--- config.mk ---
export PLATFORM = sky130hd
export DESIGN_NAME = scrd_device_flat
export DESIGN_NICKNAME = d
export VERILOG_FILES = /design/src/design/scrd_pkg.sv /design/src/design/scrd_link_if.sv /design/src/design/scrd_device.sv /design/src/flat_wrapper.sv
export VERILOG_INCLUDE_DIRS = /design/src /design/src/design
export SDC_FILE = /design/constraint.sdc
export NUM_CORES = 1
export LEC_CHECK = 0
export BUFFER_PORTS_ARGS = -buffer_cell sky130_fd_sc_hd__buf_2
export CORE_ASPECT_RATIO = 0.7
export CORE_UTILIZATION = 50
export CTS_BUF_LIST = sky130_fd_sc_hd__clkbuf_16
export DETAILED_ROUTE_END_ITERATION = 8
export PLACE_DENSITY = 0.82
export SETUP_SLACK_MARGIN = 0.1
export SYNTH_ARGS = -nofsm -noshare
export SYNTH_HDL_FRONTEND = slang
export SYNTH_SLANG_ARGS = --single-unit
--- constraint.sdc ---
create_clock -name ref_clk -period 2.3 [get_ports ref_clk]
set_input_delay 0.23 -clock ref_clk [delete_from_list [all_inputs] [get_ports ref_clk]]
set_output_delay 0.23 -clock ref_clk [all_outputs]
set_load 0.005 [all_outputs]
--- src/design/scrd_consts.svh ---
/*
 * Constants for the shadow, cacheability and decode option register bank.
 * Assumes it is included by bare name from the design files of both ends.
 */
`ifndef SCRD_CONSTS_SVH
`define SCRD_CONSTS_SVH

`define SCRD_IDX_DSHADOW 8'h37
`define SCRD_IDX_CSHE 8'h38
`define SCRD_IDX_CDCACHE 8'h39
`define SCRD_IDX_DECODE 8'h3a

`define SCRD_RST_DSHADOW 8'hff
`define SCRD_RST_CSHE 8'hf0
`define SCRD_RST_CDCACHE 8'h00
`define SCRD_RST_DECODE 8'h00

`define SCRD_DEC_KBD_OFF 7
`define SCRD_DEC_KRST_OFF 6
`define SCRD_DEC_MW_OFF 5
`define SCRD_DEC_FAST 4
`define SCRD_DEC_ROM512 3
`define SCRD_DEC_IO16 2
`define SCRD_DEC_MODULE 1
`define SCRD_DEC_BRIDGE 0

`define SCRD_IGN_C 0
`define SCRD_IGN_D 1
`define SCRD_IGN_E 2

`define SCRD_SEG_C 4'hc
`define SCRD_SEG_D 4'hd
`define SCRD_SEG_E 4'he
`define SCRD_ROM64_TAG 11'h7ff
`define SCRD_ROM512_TAG 8'hff
`define SCRD_KBD_DATA_PORT 16'h0060
`define SCRD_KBD_CMD_PORT 16'h0064
`define SCRD_KBD_RESET_CMD 8'hfe

`endif

--- src/design/scrd_pkg.sv ---
/*
 * Types shared by both ends of the shadow/cache/decode register bank.
 * Assumes the constants header is available on the include path.
 */
`default_nettype none
package scrd_pkg;

   typedef enum {SCRD_IDLE, SCRD_WAIT} scrd_host_state_t;

   typedef struct packed {
      logic [7:0] dShadow;
      logic [7:0] cShadowECache;
      logic [7:0] cdCache;
      logic [7:0] decodeCtl;
      logic cfgAck;
      logic [7:0] cfgRdData;
      logic dramSync1;
      logic dramSync2;
      logic shadowHit;
      logic l1Cacheable;
      logic romSelN;
      logic kbdSelN;
      logic kbdReset;
      logic memWordN;
   } scrd_dev_state_t;

   typedef struct packed {
      scrd_host_state_t state;
      logic cfgWr;
      logic cfgRd;
      logic [7:0] cfgIndex;
      logic [7:0] cfgWrData;
      logic busy;
      logic rdDone;
      logic [7:0] rdData;
      logic cycValid;
      logic cycIo;
      logic cycWrite;
      logic cycDma;
      logic [31:0] cycAddr;
      logic [7:0] cycData;
   } scrd_host_state_t_s_t;

endpackage : scrd_pkg
`default_nettype wire

--- src/design/scrd_link_if.sv ---
/*
 * Carrier between the host processor side and the register bank.
 * Assumes both ends run on the same ref_clk and sys_rst.
 */
`timescale 1ns/1ps
`default_nettype none
interface scrd_link_if;
   logic cfgWr;
   logic cfgRd;
   logic [7:0] cfgIndex;
   logic [7:0] cfgWrData;
   logic cfgAck;
   logic [7:0] cfgRdData;
   logic cycValid;
   logic cycIo;
   logic cycWrite;
   logic cycDma;
   logic [31:0] cycAddr;
   logic [7:0] cycData;

   modport dev (
      input cfgWr, cfgRd, cfgIndex, cfgWrData, cycValid, cycIo, cycWrite, cycDma,
      input cycAddr, cycData,
      output cfgAck, cfgRdData
   );
   modport host (
      output cfgWr, cfgRd, cfgIndex, cfgWrData, cycValid, cycIo, cycWrite, cycDma,
      output cycAddr, cycData,
      input cfgAck, cfgRdData
   );
endinterface : scrd_link_if
`default_nettype wire

--- src/design/scrd_device.sv ---
/*
 * Register bank end: holds indices 37h-3Ah and decodes each bus cycle into
 * shadow, L1 cacheability, ROM and keyboard selects and keyboard reset.
 * Assumes the enables of indices 23h, 26h and 2Eh come from elsewhere in
 * the chip on ref_clk, and that the DRAM space select arrives from a pin.
 */
`timescale 1ns/1ps
`default_nettype none
`include "scrd_consts.svh"
module scrd_device
   import scrd_pkg::*;
(
   input wire logic ref_clk,
   input wire logic sys_rst,
   scrd_link_if.dev link,
   input wire logic [7:0] dShadowEnable23,
   input wire logic [3:0] cShadowEnable26,
   input wire logic [2:0] cacheIgnore2e,
   input wire logic dram_space_sel_n,
   output logic shadowHit,
   output logic l1Cacheable,
   output logic bios_rom_select_n,
   output logic keyboard_ctrl_select_n,
   output logic keyboardReset,
   output logic mem_word_cycle_ind_n,
   output logic fastA2A3Switch,
   output logic ioDecode16,
   output logic cacheModuleEnable,
   output logic bridgeSupportEnable
);

   scrd_dev_state_t cur;
   scrd_dev_state_t next_cur;

   // ************************************************************
   // Decode helpers
   // ************************************************************

   // True when the I/O port address matches, honouring the decode width.
   function automatic logic ioMatch(input logic [31:0] addr, input logic [15:0] port,
                                    input logic wide);
      if (wide) begin
         ioMatch = (addr[15:0] == port);
      end else begin
         ioMatch = (addr[9:0] == port[9:0]);
      end
   endfunction : ioMatch

   // Picks one bit of a four-bit group of 16KB blocks for a segment.
   function automatic logic cacheBit(input logic [3:0] bits, input logic [1:0] blk,
                                     input logic ignore);
      cacheBit = bits[blk] & ~ignore;
   endfunction : cacheBit

   // ************************************************************
   // Next state
   // ************************************************************

   always_comb begin
      logic [3:0] seg;
      logic [2:0] blk8k;
      logic [1:0] blk16k;
      logic [1:0] cUpperBlk;
      logic lowMeg;
      logic memCyc;
      logic ioCyc;
      logic wideIo;
      logic cmdPort;
      logic kbdPort;
      seg = link.cycAddr[19:16];
      blk8k = link.cycAddr[15:13];
      blk16k = link.cycAddr[15:14];
      cUpperBlk = link.cycAddr[14:13];
      lowMeg = (link.cycAddr[31:20] == 12'h000);
      memCyc = link.cycValid & ~link.cycIo;
      ioCyc = link.cycValid & link.cycIo;
      // In 10-bit mode the upper address bits are ignored, so every 1KB
      // alias of the keyboard ports decodes as well.
      wideIo = cur.decodeCtl[`SCRD_DEC_IO16];
      cmdPort = ioMatch(link.cycAddr, `SCRD_KBD_CMD_PORT, wideIo);
      kbdPort = ioMatch(link.cycAddr, `SCRD_KBD_DATA_PORT, wideIo) | cmdPort;
      next_cur = cur;
      next_cur.dramSync1 = dram_space_sel_n;
      next_cur.dramSync2 = cur.dramSync1;

      // ************************************************************
      // Register access
      // ************************************************************

      // Writes land at the edge that ends the access, so any cycle offered
      // from the next edge on is decoded with the new value.
      next_cur.cfgAck = link.cfgWr | link.cfgRd;
      next_cur.cfgRdData = 8'h00;
      if (link.cfgWr) begin
         case (link.cfgIndex)
            `SCRD_IDX_DSHADOW: next_cur.dShadow = link.cfgWrData;
            `SCRD_IDX_CSHE: next_cur.cShadowECache = link.cfgWrData;
            `SCRD_IDX_CDCACHE: next_cur.cdCache = link.cfgWrData;
            `SCRD_IDX_DECODE: next_cur.decodeCtl = link.cfgWrData;
            default: next_cur.dShadow = cur.dShadow;
         endcase
      end
      if (link.cfgRd) begin
         case (link.cfgIndex)
            `SCRD_IDX_DSHADOW: next_cur.cfgRdData = cur.dShadow;
            `SCRD_IDX_CSHE: next_cur.cfgRdData = cur.cShadowECache;
            `SCRD_IDX_CDCACHE: next_cur.cfgRdData = cur.cdCache;
            `SCRD_IDX_DECODE: next_cur.cfgRdData = cur.decodeCtl;
            default: next_cur.cfgRdData = 8'h00;
         endcase
      end

      // ************************************************************
      // Bus cycle decode
      // ************************************************************

      // Cycle results stand for one cycle after each offered cycle.
      next_cur.shadowHit = 1'b0;
      next_cur.l1Cacheable = 1'b0;
      next_cur.romSelN = 1'b1;
      next_cur.kbdSelN = 1'b1;
      next_cur.kbdReset = 1'b0;
      next_cur.memWordN = 1'b1;

      if (memCyc && lowMeg) begin
         if (seg == `SCRD_SEG_D) begin
            next_cur.shadowHit = cur.dShadow[blk8k]
                               & dShadowEnable23[blk8k];
            next_cur.l1Cacheable = cacheBit(cur.cdCache[7:4], blk16k,
                                            cacheIgnore2e[`SCRD_IGN_D]);
         end else if (seg == `SCRD_SEG_C) begin
            // Only the upper half of the C segment has shadow control here.
            if (link.cycAddr[15]) begin
               next_cur.shadowHit = cur.cShadowECache[{1'b1, cUpperBlk}]
                                  & cShadowEnable26[cUpperBlk];
            end
            next_cur.l1Cacheable = cacheBit(cur.cdCache[3:0], blk16k,
                                            cacheIgnore2e[`SCRD_IGN_C]);
         end else if (seg == `SCRD_SEG_E) begin
            next_cur.l1Cacheable = cacheBit(cur.cShadowECache[3:0], blk16k,
                                            cacheIgnore2e[`SCRD_IGN_E]);
         end
      end

      // The DRAM select pin reaches this decode two clocks late through its
      // synchroniser, so it must settle before the cycle is offered.
      // High BIOS spaces ignore address bits 31-27, so every alias decodes.
      if (memCyc && cur.dramSync2) begin
         if (link.cycAddr[26:16] == `SCRD_ROM64_TAG) begin
            next_cur.romSelN = 1'b0;
         end else if (cur.decodeCtl[`SCRD_DEC_ROM512]
                      && link.cycAddr[26:19] == `SCRD_ROM512_TAG) begin
            next_cur.romSelN = 1'b0;
         end
      end

      if (ioCyc && kbdPort && !cur.decodeCtl[`SCRD_DEC_KBD_OFF]) begin
         next_cur.kbdSelN = 1'b0;
      end
      if (ioCyc && link.cycWrite && !cur.decodeCtl[`SCRD_DEC_KRST_OFF] && cmdPort
          && link.cycData == `SCRD_KBD_RESET_CMD) begin
         next_cur.kbdReset = 1'b1;
      end
      if (memCyc && link.cycDma && !cur.decodeCtl[`SCRD_DEC_MW_OFF]) begin
         next_cur.memWordN = 1'b0;
      end
   end

   // ************************************************************
   // State register
   // ************************************************************

   always_ff @(posedge ref_clk or posedge sys_rst) begin
      if (sys_rst) begin
         cur <= '0;
         // D_segment_shadow_enable leaves reset with every D block on; index 23h still gates them.
         cur.dShadow <= `SCRD_RST_DSHADOW;
         cur.cShadowECache <= `SCRD_RST_CSHE;
         cur.cdCache <= `SCRD_RST_CDCACHE;
         cur.decodeCtl <= `SCRD_RST_DECODE;
         cur.dramSync1 <= 1'b1;
         cur.dramSync2 <= 1'b1;
         cur.romSelN <= 1'b1;
         cur.kbdSelN <= 1'b1;
         cur.memWordN <= 1'b1;
      end else begin
         cur <= next_cur;
      end
   end

   // ************************************************************
   // Outputs
   // ************************************************************

   assign link.cfgAck = cur.cfgAck;
   assign link.cfgRdData = cur.cfgRdData;
   assign shadowHit = cur.shadowHit;
   assign l1Cacheable = cur.l1Cacheable;
   assign bios_rom_select_n = cur.romSelN;
   assign keyboard_ctrl_select_n = cur.kbdSelN;
   assign keyboardReset = cur.kbdReset;
   assign mem_word_cycle_ind_n = cur.memWordN;
   assign fastA2A3Switch = cur.decodeCtl[`SCRD_DEC_FAST];
   assign ioDecode16 = cur.decodeCtl[`SCRD_DEC_IO16];
   assign cacheModuleEnable = cur.decodeCtl[`SCRD_DEC_MODULE];
   assign bridgeSupportEnable = cur.decodeCtl[`SCRD_DEC_BRIDGE];

endmodule : scrd_device
`default_nettype wire

--- src/flat_wrapper.sv ---
// flat-port wrapper written by rule: the top's interface ports become plain ports
module scrd_device_flat import scrd_pkg::*;
  (ref_clk, sys_rst, dShadowEnable23, cShadowEnable26, cacheIgnore2e, dram_space_sel_n, shadowHit, l1Cacheable, bios_rom_select_n, keyboard_ctrl_select_n, keyboardReset, mem_word_cycle_ind_n, fastA2A3Switch, ioDecode16, cacheModuleEnable, bridgeSupportEnable, link_cfgWr, link_cfgRd, link_cfgIndex, link_cfgWrData, link_cycValid, link_cycIo, link_cycWrite, link_cycDma, link_cycAddr, link_cycData, link_cfgAck, link_cfgRdData);
  scrd_link_if link_i ();
  input wire logic ref_clk;
  input wire logic sys_rst;
  input wire logic [7:0] dShadowEnable23;
  input wire logic [3:0] cShadowEnable26;
  input wire logic [2:0] cacheIgnore2e;
  input wire logic dram_space_sel_n;
  output logic shadowHit;
  output logic l1Cacheable;
  output logic bios_rom_select_n;
  output logic keyboard_ctrl_select_n;
  output logic keyboardReset;
  output logic mem_word_cycle_ind_n;
  output logic fastA2A3Switch;
  output logic ioDecode16;
  output logic cacheModuleEnable;
  output logic bridgeSupportEnable;
  input wire logic [$bits(link_i.cfgWr)-1:0] link_cfgWr;
  input wire logic [$bits(link_i.cfgRd)-1:0] link_cfgRd;
  input wire logic [$bits(link_i.cfgIndex)-1:0] link_cfgIndex;
  input wire logic [$bits(link_i.cfgWrData)-1:0] link_cfgWrData;
  input wire logic [$bits(link_i.cycValid)-1:0] link_cycValid;
  input wire logic [$bits(link_i.cycIo)-1:0] link_cycIo;
  input wire logic [$bits(link_i.cycWrite)-1:0] link_cycWrite;
  input wire logic [$bits(link_i.cycDma)-1:0] link_cycDma;
  input wire logic [$bits(link_i.cycAddr)-1:0] link_cycAddr;
  input wire logic [$bits(link_i.cycData)-1:0] link_cycData;
  output wire logic [$bits(link_i.cfgAck)-1:0] link_cfgAck;
  output wire logic [$bits(link_i.cfgRdData)-1:0] link_cfgRdData;
  assign link_i.cfgWr = link_cfgWr;
  assign link_i.cfgRd = link_cfgRd;
  assign link_i.cfgIndex = link_cfgIndex;
  assign link_i.cfgWrData = link_cfgWrData;
  assign link_i.cycValid = link_cycValid;
  assign link_i.cycIo = link_cycIo;
  assign link_i.cycWrite = link_cycWrite;
  assign link_i.cycDma = link_cycDma;
  assign link_i.cycAddr = link_cycAddr;
  assign link_i.cycData = link_cycData;
  assign link_cfgAck = link_i.cfgAck;
  assign link_cfgRdData = link_i.cfgRdData;
  scrd_device u_core (.ref_clk(ref_clk), .sys_rst(sys_rst), .link(link_i), .dShadowEnable23(dShadowEnable23), .cShadowEnable26(cShadowEnable26), .cacheIgnore2e(cacheIgnore2e), .dram_space_sel_n(dram_space_sel_n), .shadowHit(shadowHit), .l1Cacheable(l1Cacheable), .bios_rom_select_n(bios_rom_select_n), .keyboard_ctrl_select_n(keyboard_ctrl_select_n), .keyboardReset(keyboardReset), .mem_word_cycle_ind_n(mem_word_cycle_ind_n), .fastA2A3Switch(fastA2A3Switch), .ioDecode16(ioDecode16), .cacheModuleEnable(cacheModuleEnable), .bridgeSupportEnable(bridgeSupportEnable));
endmodule
### Word level (Yosys, flattened, before mapping)

Cells that the tools add are included.

* order comparisons: 4
* eq/ne operators: 14
* mux-type cells: 30
* bitwise operators: 13
* reduce and logical (&&, ||, !) cells: 19

Operator list (number)
* == test 16 x 7 -> 1 bit, second input constant: 2
* == test 8 x 6 -> 1 bit, second input constant: 4
* case mux 8 bit (4 select lines): 1
* == test 10 x 7 -> 1 bit, second input constant: 2
* two-way mux 1 bit: 19
* == test 8 bit, second input constant: 2
* == test 4 bit, second input constant: 3
* zero test 12 bit: 1
* == test 11 bit, second input constant: 1
* logical AND 1 bit: 11
* binary-select mux 1 bit (select 2 bit): 5
* < comparator 3 x 4 -> 1 bit, second input constant: 2
* two-way mux 8 bit: 1
* AND reduction 2 bit: 4
* AND 1 bit: 7
* binary-select mux 1 bit (select 3 bit): 2
* < comparator 2 x 3 -> 1 bit, second input constant: 2
* two-way mux 2 bit: 2
* NOT 1 bit: 4
* zero test 1 bit: 3
* OR 1 bit: 2

* register bits: 49
* input port bits: 80
* output and inout bits: 19
* logic and storage cells: 94

### Depth between registers and ports, before layout

Gate-level depths: netlist of run 1.

* word-level depth: 7
* gate-level depth with buffers: 6
* depth with buffers taken out: 4

### Worst setup path after synthesis of run 1

OpenSTA, ideal clock, no wires.

* path type: input to register
* from: in link_cycAddr[14]
* to: reg u_core.cur, in the netlist u_core.keyboardReset
* data arrival time: 1.429 ns
* path slack: 0.775 ns
* stages: 5
* path buffers: 1
* cells stage by stage: buf_2 or4_4 o31ai_2 nand4_1 nor4_2

RTL lines
* from (decl): RTL line flat_wrapper.sv:29 `input wire logic [$bits(link_i.cycAddr)-1:0] link_cycAddr;`
* to (signal assigned): RTL line scrd_device.sv:187 `cur <= next_cur;`
* to (decl): RTL line scrd_device.sv:32 `scrd_dev_state_t cur;`

### Final worst setup path of run 1

* from: in link_cfgIndex[1]
* to: reg u_core.cur[32] in the netlist's numbering

* cells in the longest elaborated chain, start to end: 2

RTL lines
* from (decl): RTL line flat_wrapper.sv:23 `input wire logic [$bits(link_i.cfgIndex)-1:0] link_cfgIndex;`
* == test 8 x 6 -> 1 bit: RTL line scrd_device.sv:95 `case (link.cfgIndex)`
* AND reduction 2 bit (no source line)

Every way passes these cells.
A chain may end at the register's enable or synchronous reset.

==> impl_metrics.env, run 1 <==
export IMPL_chipHeight_um=60.6
export IMPL_diodes=0
export IMPL_reg2reg_depth=4
export IMPL_synthFlopType="dfrtp_1"
export IMPL_cts_buffers=5
export IMPL_drt_iter0_drc=173
export IMPL_cts_sinks=49
export IMPL_wl_per_cell_um=17.0
export IMPL_r2r_slack_ns=0.94
export IMPL_gr_usage_all_layers=0.260
export IMPL_antenna_found_initial=0
export IMPL_drc=0
export IMPL_drive_gt1_frac=0.451
export IMPL_cts_tree="done"
export IMPL_async_reset_ff_frac=1.00
export IMPL_cts_htree_levels=2
export IMPL_synth_net_count=284
export IMPL_synth_cells=204
export IMPL_crit_family="simple AND/OR/NAND/NOR gates"
export IMPL_cp_buffers_inverters=1
export IMPL_num_nets_final=376
export IMPL_run_status="finished clean"
export IMPL_tns_ns=0
export IMPL_critical_path_required_ns=2.47
export IMPL_max_clock_freq_mhz=629
export IMPL_path_cells="buf_2 -> nor3b_1 -> nand3_1 -> mux2_1"
export IMPL_grt_max_degree=50
export IMPL_area_delta_synth_final_pct=27.7
export IMPL_clock_latency_ns=0.29
export IMPL_min_period_ns=1.59
export IMPL_grt_overflow_total=0
export IMPL_timing_rr_start="u_core.cur[36]$_DFFE_PP0P_"
export IMPL_clockRootBuffer="clkbuf_16"
export IMPL_wirelength_um=6160
export IMPL_arrival_ns=1.76
export IMPL_synth_seq_area_share=0.509
export IMPL_start_util=0.541
export IMPL_ant_nets=0
export IMPL_final_cell_mix="buf_2, mux2_1, dfrtp_1, dfstp_2, nand2_1"
export IMPL_min_path_cells=1
export IMPL_ys_warn_count=0
export IMPL_max_stage_delay_ns=0.52
export IMPL_slowest_stage="nand3_1"
export IMPL_min_delay_start="dram_space_sel_n"
export IMPL_critPathCaptureType="flip-flop"
export IMPL_drv_cap=0
export IMPL_finalSetupViolCount=0
export IMPL_rows=20
export IMPL_ir_drop_mv=0.340
export IMPL_wl_met2_um=2630
export IMPL_yosys_register_bits=49
export IMPL_fp_coreArea_um2=4530
export IMPL_clkSlewWorstSetupHoldPaths_ns=0.06
export IMPL_p_leak_nw=1.51
export IMPL_dr_wl_met3_um=568
export IMPL_routabilityCongestion=0.966
export IMPL_die_area_um2=5190
export IMPL_die_w_um=85.7
export IMPL_path_max_fanout=8
export IMPL_reg2reg_to="u_core.l1Cacheable$_DFF_PP0_"
export IMPL_slew_headroom=0.606
export IMPL_critical_path_class="input port to flip-flop"
export IMPL_p_per_area_nw_per_um2=614
export IMPL_grt_pass1_wl_um=9770
export IMPL_holdPathEnd="u_core.cur[7]$_DFF_PP1_"
export IMPL_tightest_slew_ns=0.590
export IMPL_grt_pass1_vias=1990
export IMPL_syn_cell_area_um2=2450
export IMPL_vias=2068
export IMPL_fin_skew_ns=0.00829
export IMPL_cts_buffer_depth=2
export IMPL_port_buffers=98
export IMPL_fill_cells=345
export IMPL_utilization=0.691
export IMPL_drt_met1_wl_um=2850
export IMPL_dr_pass1_iters=4
export IMPL_synth_edf_count=0
export IMPL_final_common_cell="buf_2"
export IMPL_ys_types=45
export IMPL_ios=99
export IMPL_holdCritPathClass="input port to flip-flop"
export IMPL_rsz0062_at_grt="no"
export IMPL_period_share=0.691
export IMPL_worst_setup_path_start_kind="input port"
export IMPL_maxUsedRoutingLayer="met4"
export IMPL_syn_avg_cell_area_um2=12.0
export IMPL_dp_hpwl_um=4600
export IMPL_viasPerCell=5.70
export IMPL_hold_viol=0
export IMPL_drv_slew=0
## cell type report
| cell class | instances | area, µm² | share of cell area |
|---|---|---|---|
| clock inverters | 3 | 38.8 | 0.0124 |
| multi-input cells | 134 | 1080 | 0.346 |
| inverters | 3 | 11.3 | 0.00360 |
| clock buffers | 5 | 125 | 0.0400 |
| repair buffers | 103 | 543 | 0.173 |
| flip-flops and latches | 49 | 1250 | 0.398 |
| well taps | 66 | 82.6 | 0.0264 |
## worst max path at each step
stage                                start                              to  cells past startpoint
final                     link_cfgIndex[1]      u_core.cur[32]$_DFFE_PP0P_                      4
after global routing      link_cfgIndex[1]      u_core.cur[32]$_DFFE_PP0P_                      4
after CTS                 link_cfgIndex[1]      u_core.cur[32]$_DFFE_PP0P_                      4
after detailed placement  link_cfgIndex[1]      u_core.cur[32]$_DFFE_PP0P_                      4
after global placement    link_cfgIndex[6]      u_core.cur[29]$_DFFE_PP0P_                      5
after floorplan           link_cycAddr[14]  u_core.keyboardReset$_DFF_PP0_                      5
## report_power, final
group	internal, W	switching (W)	leakage, nW
clock	0.000507	0.000307	0.0850
sequential	0.000903	0.0000241	0.616
combinational	0.0000943	0.0000878	0.805
## cells in the mapped netlist, types with 2 or more instances
library cell,count,share of area
nor3b_1,2,0.0061
inv_1,3,0.0046
a21oi_1,11,0.022
a22oi_1,8,0.025
nand3_1,10,0.020
clkbuf_1,4,0.0061
nor4_1,3,0.0077
nor4b_1,2,0.0071
mux2_1,32,0.15
nand4b_1,2,0.0071
buf_2,4,0.0082
and4b_1,2,0.0082
nand2_1,16,0.025
nand3b_1,4,0.012
o211ai_1,3,0.0092
buf_4,8,0.025
nor4bb_1,2,0.0082
dfrtp_1,32,0.33
mux4_2,3,0.028
o2111ai_1,2,0.0071
nand4_1,4,0.010
a22o_1,8,0.029
dfstp_2,17,0.18
## flip-flops by register name (all words and copies together) (netlist names)
register / cells
u_core.cur: 30
u_core.link.cfgRdData: 8
u_core.bios_rom_select_n: 1
u_core.bridgeSupportEnable: 1
u_core.cacheModuleEnable: 1
u_core.fastA2A3Switch: 1
u_core.ioDecode16: 1
u_core.keyboardReset: 1
u_core.keyboard_ctrl_select_n: 1
u_core.l1Cacheable: 1
u_core.link.cfgAck: 1
u_core.mem_word_cycle_ind_n: 1
u_core.shadowHit: 1
## worst register-to-register path: stages, from the launching register on
cell and delay, ns:
dfrtp_1 0.40, mux4_2 0.48, a32oi_1 0.19, or3_1 0.12, a21oi_1 0.05
## kinds of logic after synthesis
| family | count (synthesis) | share of synthesized area |
|---|---|---|
| mux | 35 | 0.175 |
| compound gates | 38 | 0.112 |
| buf+inv | 21 | 0.0495 |
| simple gates | 61 | 0.155 |
| flops | 49 | 0.509 |
## metrics by stage
stage               cell area (µm²)  hold WS, ns  setup WS, ns  power, W  instances
floorplan                      2450        0.234         0.775   0.00101        204
global placement               2960        0.289         0.523   0.00111        354
detailed placement             2960        0.288         0.453   0.00112        354
CTS                            3130       0.0395         0.747   0.00193        363
global route                   3130       0.0357         0.600   0.00199        363
finish                         3130       0.0426         0.710   0.00192        363
## layer usage
layer / up-vias / GRT usage
met1: 983 / 0.368
met2: 122 / 0.402
met5: - / 0
li1: 951 / -
met4: 0 / 0.102
met3: 12 / 0.0544
## timing repair
item	CTS	global route
resized for setup	0	0
buffers inserted	0	0
hold buffers	1	0
endpoints found under the hold margin	32	0
(Power assumes the default switching activity.)
==> inputs of run 2 (changes only) <==
Settings changed: CORE_UTILIZATION 50 to 43, PLACE_DENSITY 0.82 to 0.75.
Clock period 2.3 ns to 1.35 ns, I/O delays scaled along.
==> run 2 against run 1 <==
Compared with the run above:
- final cell count up 9.1%
- power up 74%
- register-to-register slack worse by 0.93 ns
- via count up 4.4%
- core utilization down 6.1 points
- non-clock buffer count up 27
- largest cell class unchanged
==> impl_metrics.env, run 2 (synthesis results as in run 1) <==
export IMPL_area_delta_synth_final_pct=38.1
export IMPL_antenna_found_initial=0
export IMPL_final_common_cell="buf_2"
export IMPL_rsz0062_at_grt="yes"
export IMPL_critical_path_class="flip-flop to flip-flop"
export IMPL_regMostFlops="u_core.cur"
export IMPL_diodes=0
export IMPL_min_period_ns=1.34
export IMPL_drc=0
export IMPL_viasPerCell=5.45
export IMPL_dr_pass1_iters=4
export IMPL_final_cell_mix="buf_2, dfrtp_1, mux2_1, buf_4, dfstp_2"
export IMPL_utilization=0.631
export IMPL_finalInstanceArea_um2=3380
export IMPL_drive_gt1_frac=0.500
export IMPL_wl_per_cell_um=16.6
export IMPL_drv_slew=0
export IMPL_die_area_um2=6010
export IMPL_fp_coreArea_um2=5370
export IMPL_hold_viol=0
export IMPL_critical_path_required_ns=1.53
export IMPL_clkSlewWorstSetupHoldPaths_ns=0.07
export IMPL_clock_latency_ns=0.29
export IMPL_critPathCaptureType="flip-flop"
export IMPL_largest_reg_flops=30
export IMPL_die_w_um=92.2
export IMPL_tightest_slew_ns=0.289
export IMPL_num_nets_final=403
export IMPL_p_per_area_nw_per_um2=990
export IMPL_cts_tree="done"
export IMPL_dp_cells=385
export IMPL_switchingPower_w=0.000744
export IMPL_ant_nets=0
export IMPL_grt_overflow_total=0
export IMPL_grt_pass1_wl_um=10400
export IMPL_chipHeight_um=65.2
export IMPL_cts_sinks=49
export IMPL_ios=99
export IMPL_slew_headroom=0.805
export IMPL_tns_ns=0
export IMPL_routabilityCongestion=0.895
export IMPL_finalNonFillerCells=396
export IMPL_drv_cap=0
export IMPL_arrival_ns=1.51
export IMPL_start_util=0.457
export IMPL_vias=2160
export IMPL_power_w=0.00335
export IMPL_intPower_w=0.00261
export IMPL_holdCritPathClass="input port to flip-flop"
export IMPL_cts_buffer_depth=2
export IMPL_cts_htree_levels=2
export IMPL_run_status="finished clean"
export IMPL_fin_skew_ns=0.00828
export IMPL_place_area_um2=3170
export IMPL_p_comb_frac=0.106
export IMPL_seq_power_share=0.470
export IMPL_grt_max_degree=50
export IMPL_wirelength_um=6590
export IMPL_ir_drop_mv=0.588
export IMPL_grt_pass1_vias=2123
export IMPL_worst_setup_path_start_kind="flip-flop"
export IMPL_period_share=0.990
export IMPL_r2r_slack_ns=0.01
export IMPL_max_clock_freq_mhz=748
export IMPL_rows=22
export IMPL_dp_hpwl_um=5080
export IMPL_switching_share=0.222
export IMPL_p_leak_nw=1.64
export IMPL_path_max_fanout=2
export IMPL_post_cts_buffers=0
export IMPL_finalSetupViolCount=0
export IMPL_clockRootBuffer="clkbuf_16"
export IMPL_gr_usage_all_layers=0.234
export IMPL_power_share_clock=0.423
export IMPL_drt_iter0_drc=146
export IMPL_cts_buffers=5
export IMPL_port_buffers=98
## run 2: worst paths after layout
check,start,endpoint,depth (start not counted)
max in group asynchronous,sys_rst,u_core.cur[40]$_DFFE_PP1P_,4
min in group asynchronous,sys_rst,u_core.cur[23]$_DFFE_PP0P_,4
min reg2reg,u_core.cur[7]$_DFF_PP1_,u_core.cur[6]$_DFF_PP1_,0
min,link_cfgWr,u_core.link.cfgAck$_DFF_PP0_,2
max,u_core.cur[36]$_DFFE_PP0P_,u_core.l1Cacheable$_DFF_PP0_,4
max reg2reg,u_core.cur[36]$_DFFE_PP0P_,u_core.l1Cacheable$_DFF_PP0_,4
## run 2: critical path: stages, from the launching register on
cell     delay [ns]
dfrtp_1        0.38
mux4_2         0.48
a32oi_1        0.18
or3_1          0.13
a21oi_1        0.06
## run 2: area by class of cell
class | instances | area [µm²]
multi-input combinational | 134 | 1100
inverter | 3 | 15.0
tap | 72 | 90.1
clock inverter | 3 | 43.8
timing repair buffer | 130 | 763
fill | 434 | 1980
sequential | 49 | 1250
clock buffer | 5 | 125
## run 2: repair_timing
| item | in CTS | in global routing |
|---|---|---|
| resized for setup | 0 | 2 |
| endpoints found under the setup margin | 2 | 4 |
| pin swaps | 0 | 0 |
| hold endpoints to repair | 34 | 0 |
| hold buffers | 3 | 0 |
## run 2: metrics by stage
step                      worst slack [ns]  hold WS [ns]
after floorplan                    -0.0371         0.139
after CTS                           0.0119        0.0507
after global routing               -0.0166        0.0561
final                               0.0128        0.0569
after global placement              -0.114         0.213
after detailed placement            -0.165         0.227
## run 2: power groups by stage
stage,Clock [W],Combinational (W),Sequential [W]
after floorplan,0,0.000133,0.00159
after global placement,0,0.000336,0.00160
after detailed placement,0,0.000346,0.00160
after CTS,0.00145,0.000355,0.00157
after global routing,0.00150,0.000392,0.00158
final,0.00142,0.000356,0.00158
## run 2: per-layer routing
layer,vias to the layer above,wire (µm),track usage
li1,1013,-,-
met1,1032,2960,0.337
met2,107,2910,0.363
met3,8,653,0.0463
met4,0,74,0.0684
met5,-,0,0
==> inputs of run 3 (changes only) <==
Settings changed: CELL_PAD_IN_SITES_DETAIL_PLACEMENT set to 0, CELL_PAD_IN_SITES_GLOBAL_PLACEMENT set to 1, CORE_UTILIZATION 43 to 33, PLACE_DENSITY 0.75 to unset, PLACE_DENSITY_LB_ADDON set to 0.1.
==> run 3 against run 2 <==
Compared with the run above:
- the flow now finishes with violations (setup timing)
- global-route usage is 4.3 points lower
- routed wire length is 6.8% higher
- die area is 29% higher
- clock-buffer cell count stayed put
- first-iteration DRC count is 46% lower
- core utilization is 13 points lower
- critical path type unchanged
- largest cell class unchanged
- largest power group unchanged
- highest routed layer unchanged
==> impl_metrics.env, run 3 (synthesis results as in run 1) <==
export IMPL_cts_htree_levels=2
export IMPL_fin_ws_ns=-0.0285
export IMPL_power_share_clock=0.423
export IMPL_rows=25
export IMPL_max_clock_freq_mhz=725
export IMPL_viasPerCell=4.97
export IMPL_diodes=0
export IMPL_critical_path_required_ns=1.52
export IMPL_finalSetupViolCount=1
export IMPL_holdCritPathClass="input port to flip-flop"
export IMPL_die_w_um=105
export IMPL_fp_coreArea_um2=6980
export IMPL_drc=0
export IMPL_chipHeight_um=74.1
export IMPL_intPower_w=0.00260
export IMPL_worst_setup_path_start_kind="flip-flop"
export IMPL_port_buffers=98
export IMPL_grt_pass1_wl_um=11300
export IMPL_rsz0062_at_grt="yes"
export IMPL_min_period_ns=1.38
export IMPL_use_met1=0.283
export IMPL_die_area_um2=7780
export IMPL_run_status="finished with violations"
export IMPL_fin_skew_ns=0.00649
export IMPL_gr_usage_all_layers=0.192
export IMPL_ios=99
export IMPL_ant_nets=0
export IMPL_tightest_slew_ns=0.273
export IMPL_grt_max_degree=50
export IMPL_drv_cap=0
export IMPL_antenna_found_initial=0
export IMPL_dr_pass1_iters=4
export IMPL_p_per_area_nw_per_um2=969
export IMPL_hold_viol=0
export IMPL_grt_overflow_total=0
export IMPL_dp_hpwl_um=5400
export IMPL_utilization=0.497
export IMPL_path_cells="mux4_2 -> a32oi_1 -> or3_1 -> a21oi_2"
export IMPL_seq_power_share=0.469
export IMPL_path_max_fanout=2
export IMPL_max_stage_delay_ns=0.48
export IMPL_final_common_cell="buf_2"
export IMPL_grt_busiest_layer="met2"
export IMPL_critical_path_class="flip-flop to flip-flop"
export IMPL_clock_latency_ns=0.29
export IMPL_violations="setup timing"
export IMPL_final_cell_mix="buf_2, buf_4, dfrtp_1, mux2_1, dfstp_2"
export IMPL_critPathCaptureType="flip-flop"
export IMPL_arrival_ns=1.55
export IMPL_grt_util_met3=0.0316
export IMPL_cp_buffers_inverters=0
export IMPL_pre_cts_ws_ns=-0.158
export IMPL_drv_slew=0
export IMPL_cts_sinks=49
export IMPL_switchingPower_w=0.000756
export IMPL_p_leak_nw=1.67
export IMPL_start_util=0.351
export IMPL_drive_gt1_frac=0.521
export IMPL_vias=2109
export IMPL_crit_family="multiplexers"
export IMPL_cts_tree="done"
export IMPL_wirelength_um=7040
export IMPL_p_comb_frac=0.108
export IMPL_clkSlewWorstSetupHoldPaths_ns=0.07
export IMPL_slew_headroom=0.817
export IMPL_largest_reg_flops=30
export IMPL_period_share=1.02
export IMPL_routabilityCongestion=0.752
export IMPL_cts_buffer_depth=2
export IMPL_grt_pass1_vias=2111
export IMPL_switching_share=0.225
export IMPL_clockRootBuffer="clkbuf_16"
export IMPL_cts_buffers=5
export IMPL_drt_iter0_drc=79
export IMPL_num_nets_final=409
export IMPL_area_delta_synth_final_pct=41.4
export IMPL_slowest_stage="mux4_2"
export IMPL_regMostFlops="u_core.cur"
export IMPL_ir_drop_mv=0.585
export IMPL_wl_per_cell_um=16.6
export IMPL_grt_util_met2=0.301
[run 3: cell type report]
type / count / area [µm²]
clock inverter: 3 / 41.3
inverter: 3 / 15.0
fill: 675 / 3510
sequential: 49 / 1250
timing repair buffer: 136 / 808
clock buffer: 5 / 125
tap: 94 / 118
multi-input combinational: 134 / 1110
[run 3: worst paths after layout]
path / endpoint / from / cells past startpoint / slack (ns)
hold reg to reg: u_core.cur[6]$_DFF_PP1_ / u_core.cur[7]$_DFF_PP1_ / 0 / 0.36
hold / removal: u_core.link.cfgAck$_DFF_PP0_ / link_cfgRd / 2 / 0.05
setup reg to reg: u_core.l1Cacheable$_DFF_PP0_ / u_core.cur[35]$_DFFE_PP0P_ / 4 / -0.03
min in group asynchronous: u_core.cur[23]$_DFFE_PP0P_ / sys_rst / 4 / 0.44
setup / recovery: u_core.l1Cacheable$_DFF_PP0_ / u_core.cur[35]$_DFFE_PP0P_ / 4 / -0.03
max in group asynchronous: u_core.cur[37]$_DFFE_PP1P_ / sys_rst / 4 / 0.60
[run 3: what timing repair did]
item,CTS,global route
pin swaps,2,5
hold buffers,3,0
hold endpoints to repair,34,0
setup endpoints to repair,2,23
buffers inserted,1,3
gates resized for setup,1,6
[run 3: power groups by stage]
stage / Combinational [W] / Sequential (W) / Clock [W]
floorplan: 0.000133 / 0.00159 / 0
global placement: 0.000342 / 0.00160 / 0
detailed placement: 0.000345 / 0.00160 / 0
CTS: 0.000356 / 0.00158 / 0.00146
global route: 0.000404 / 0.00158 / 0.00150
finish: 0.000363 / 0.00158 / 0.00142
[run 3: worst register-to-register path, stage by stage, from the launching register on]
cell and delay (ns):
dfrtp_1 0.40, mux4_2 0.48, a32oi_1 0.19, or3_1 0.15, a21oi_2 0.05
[run 3: through the flow]
stage	hold slack, ns	area, µm²	TNS [ns]	total power [W]	cells
floorplan	0.139	2460	-0.326	0.00172	204
global placement	0.219	3210	-3.50	0.00194	409
detailed placement	0.223	3210	-4.08	0.00195	409
CTS	0.0498	3420	-0.0194	0.00339	421
global route	0.0616	3470	-0.0437	0.00348	424
finish	0.0537	3470	-0.0285	0.00336	424
[run 3: routing by layer]
metal / share of wire / routed length (µm)
met1: 0.51 / 3560
met2: 0.44 / 3130
met3: 0.046 / 327
met4: 0.0036 / 25
met5: 0 / 0
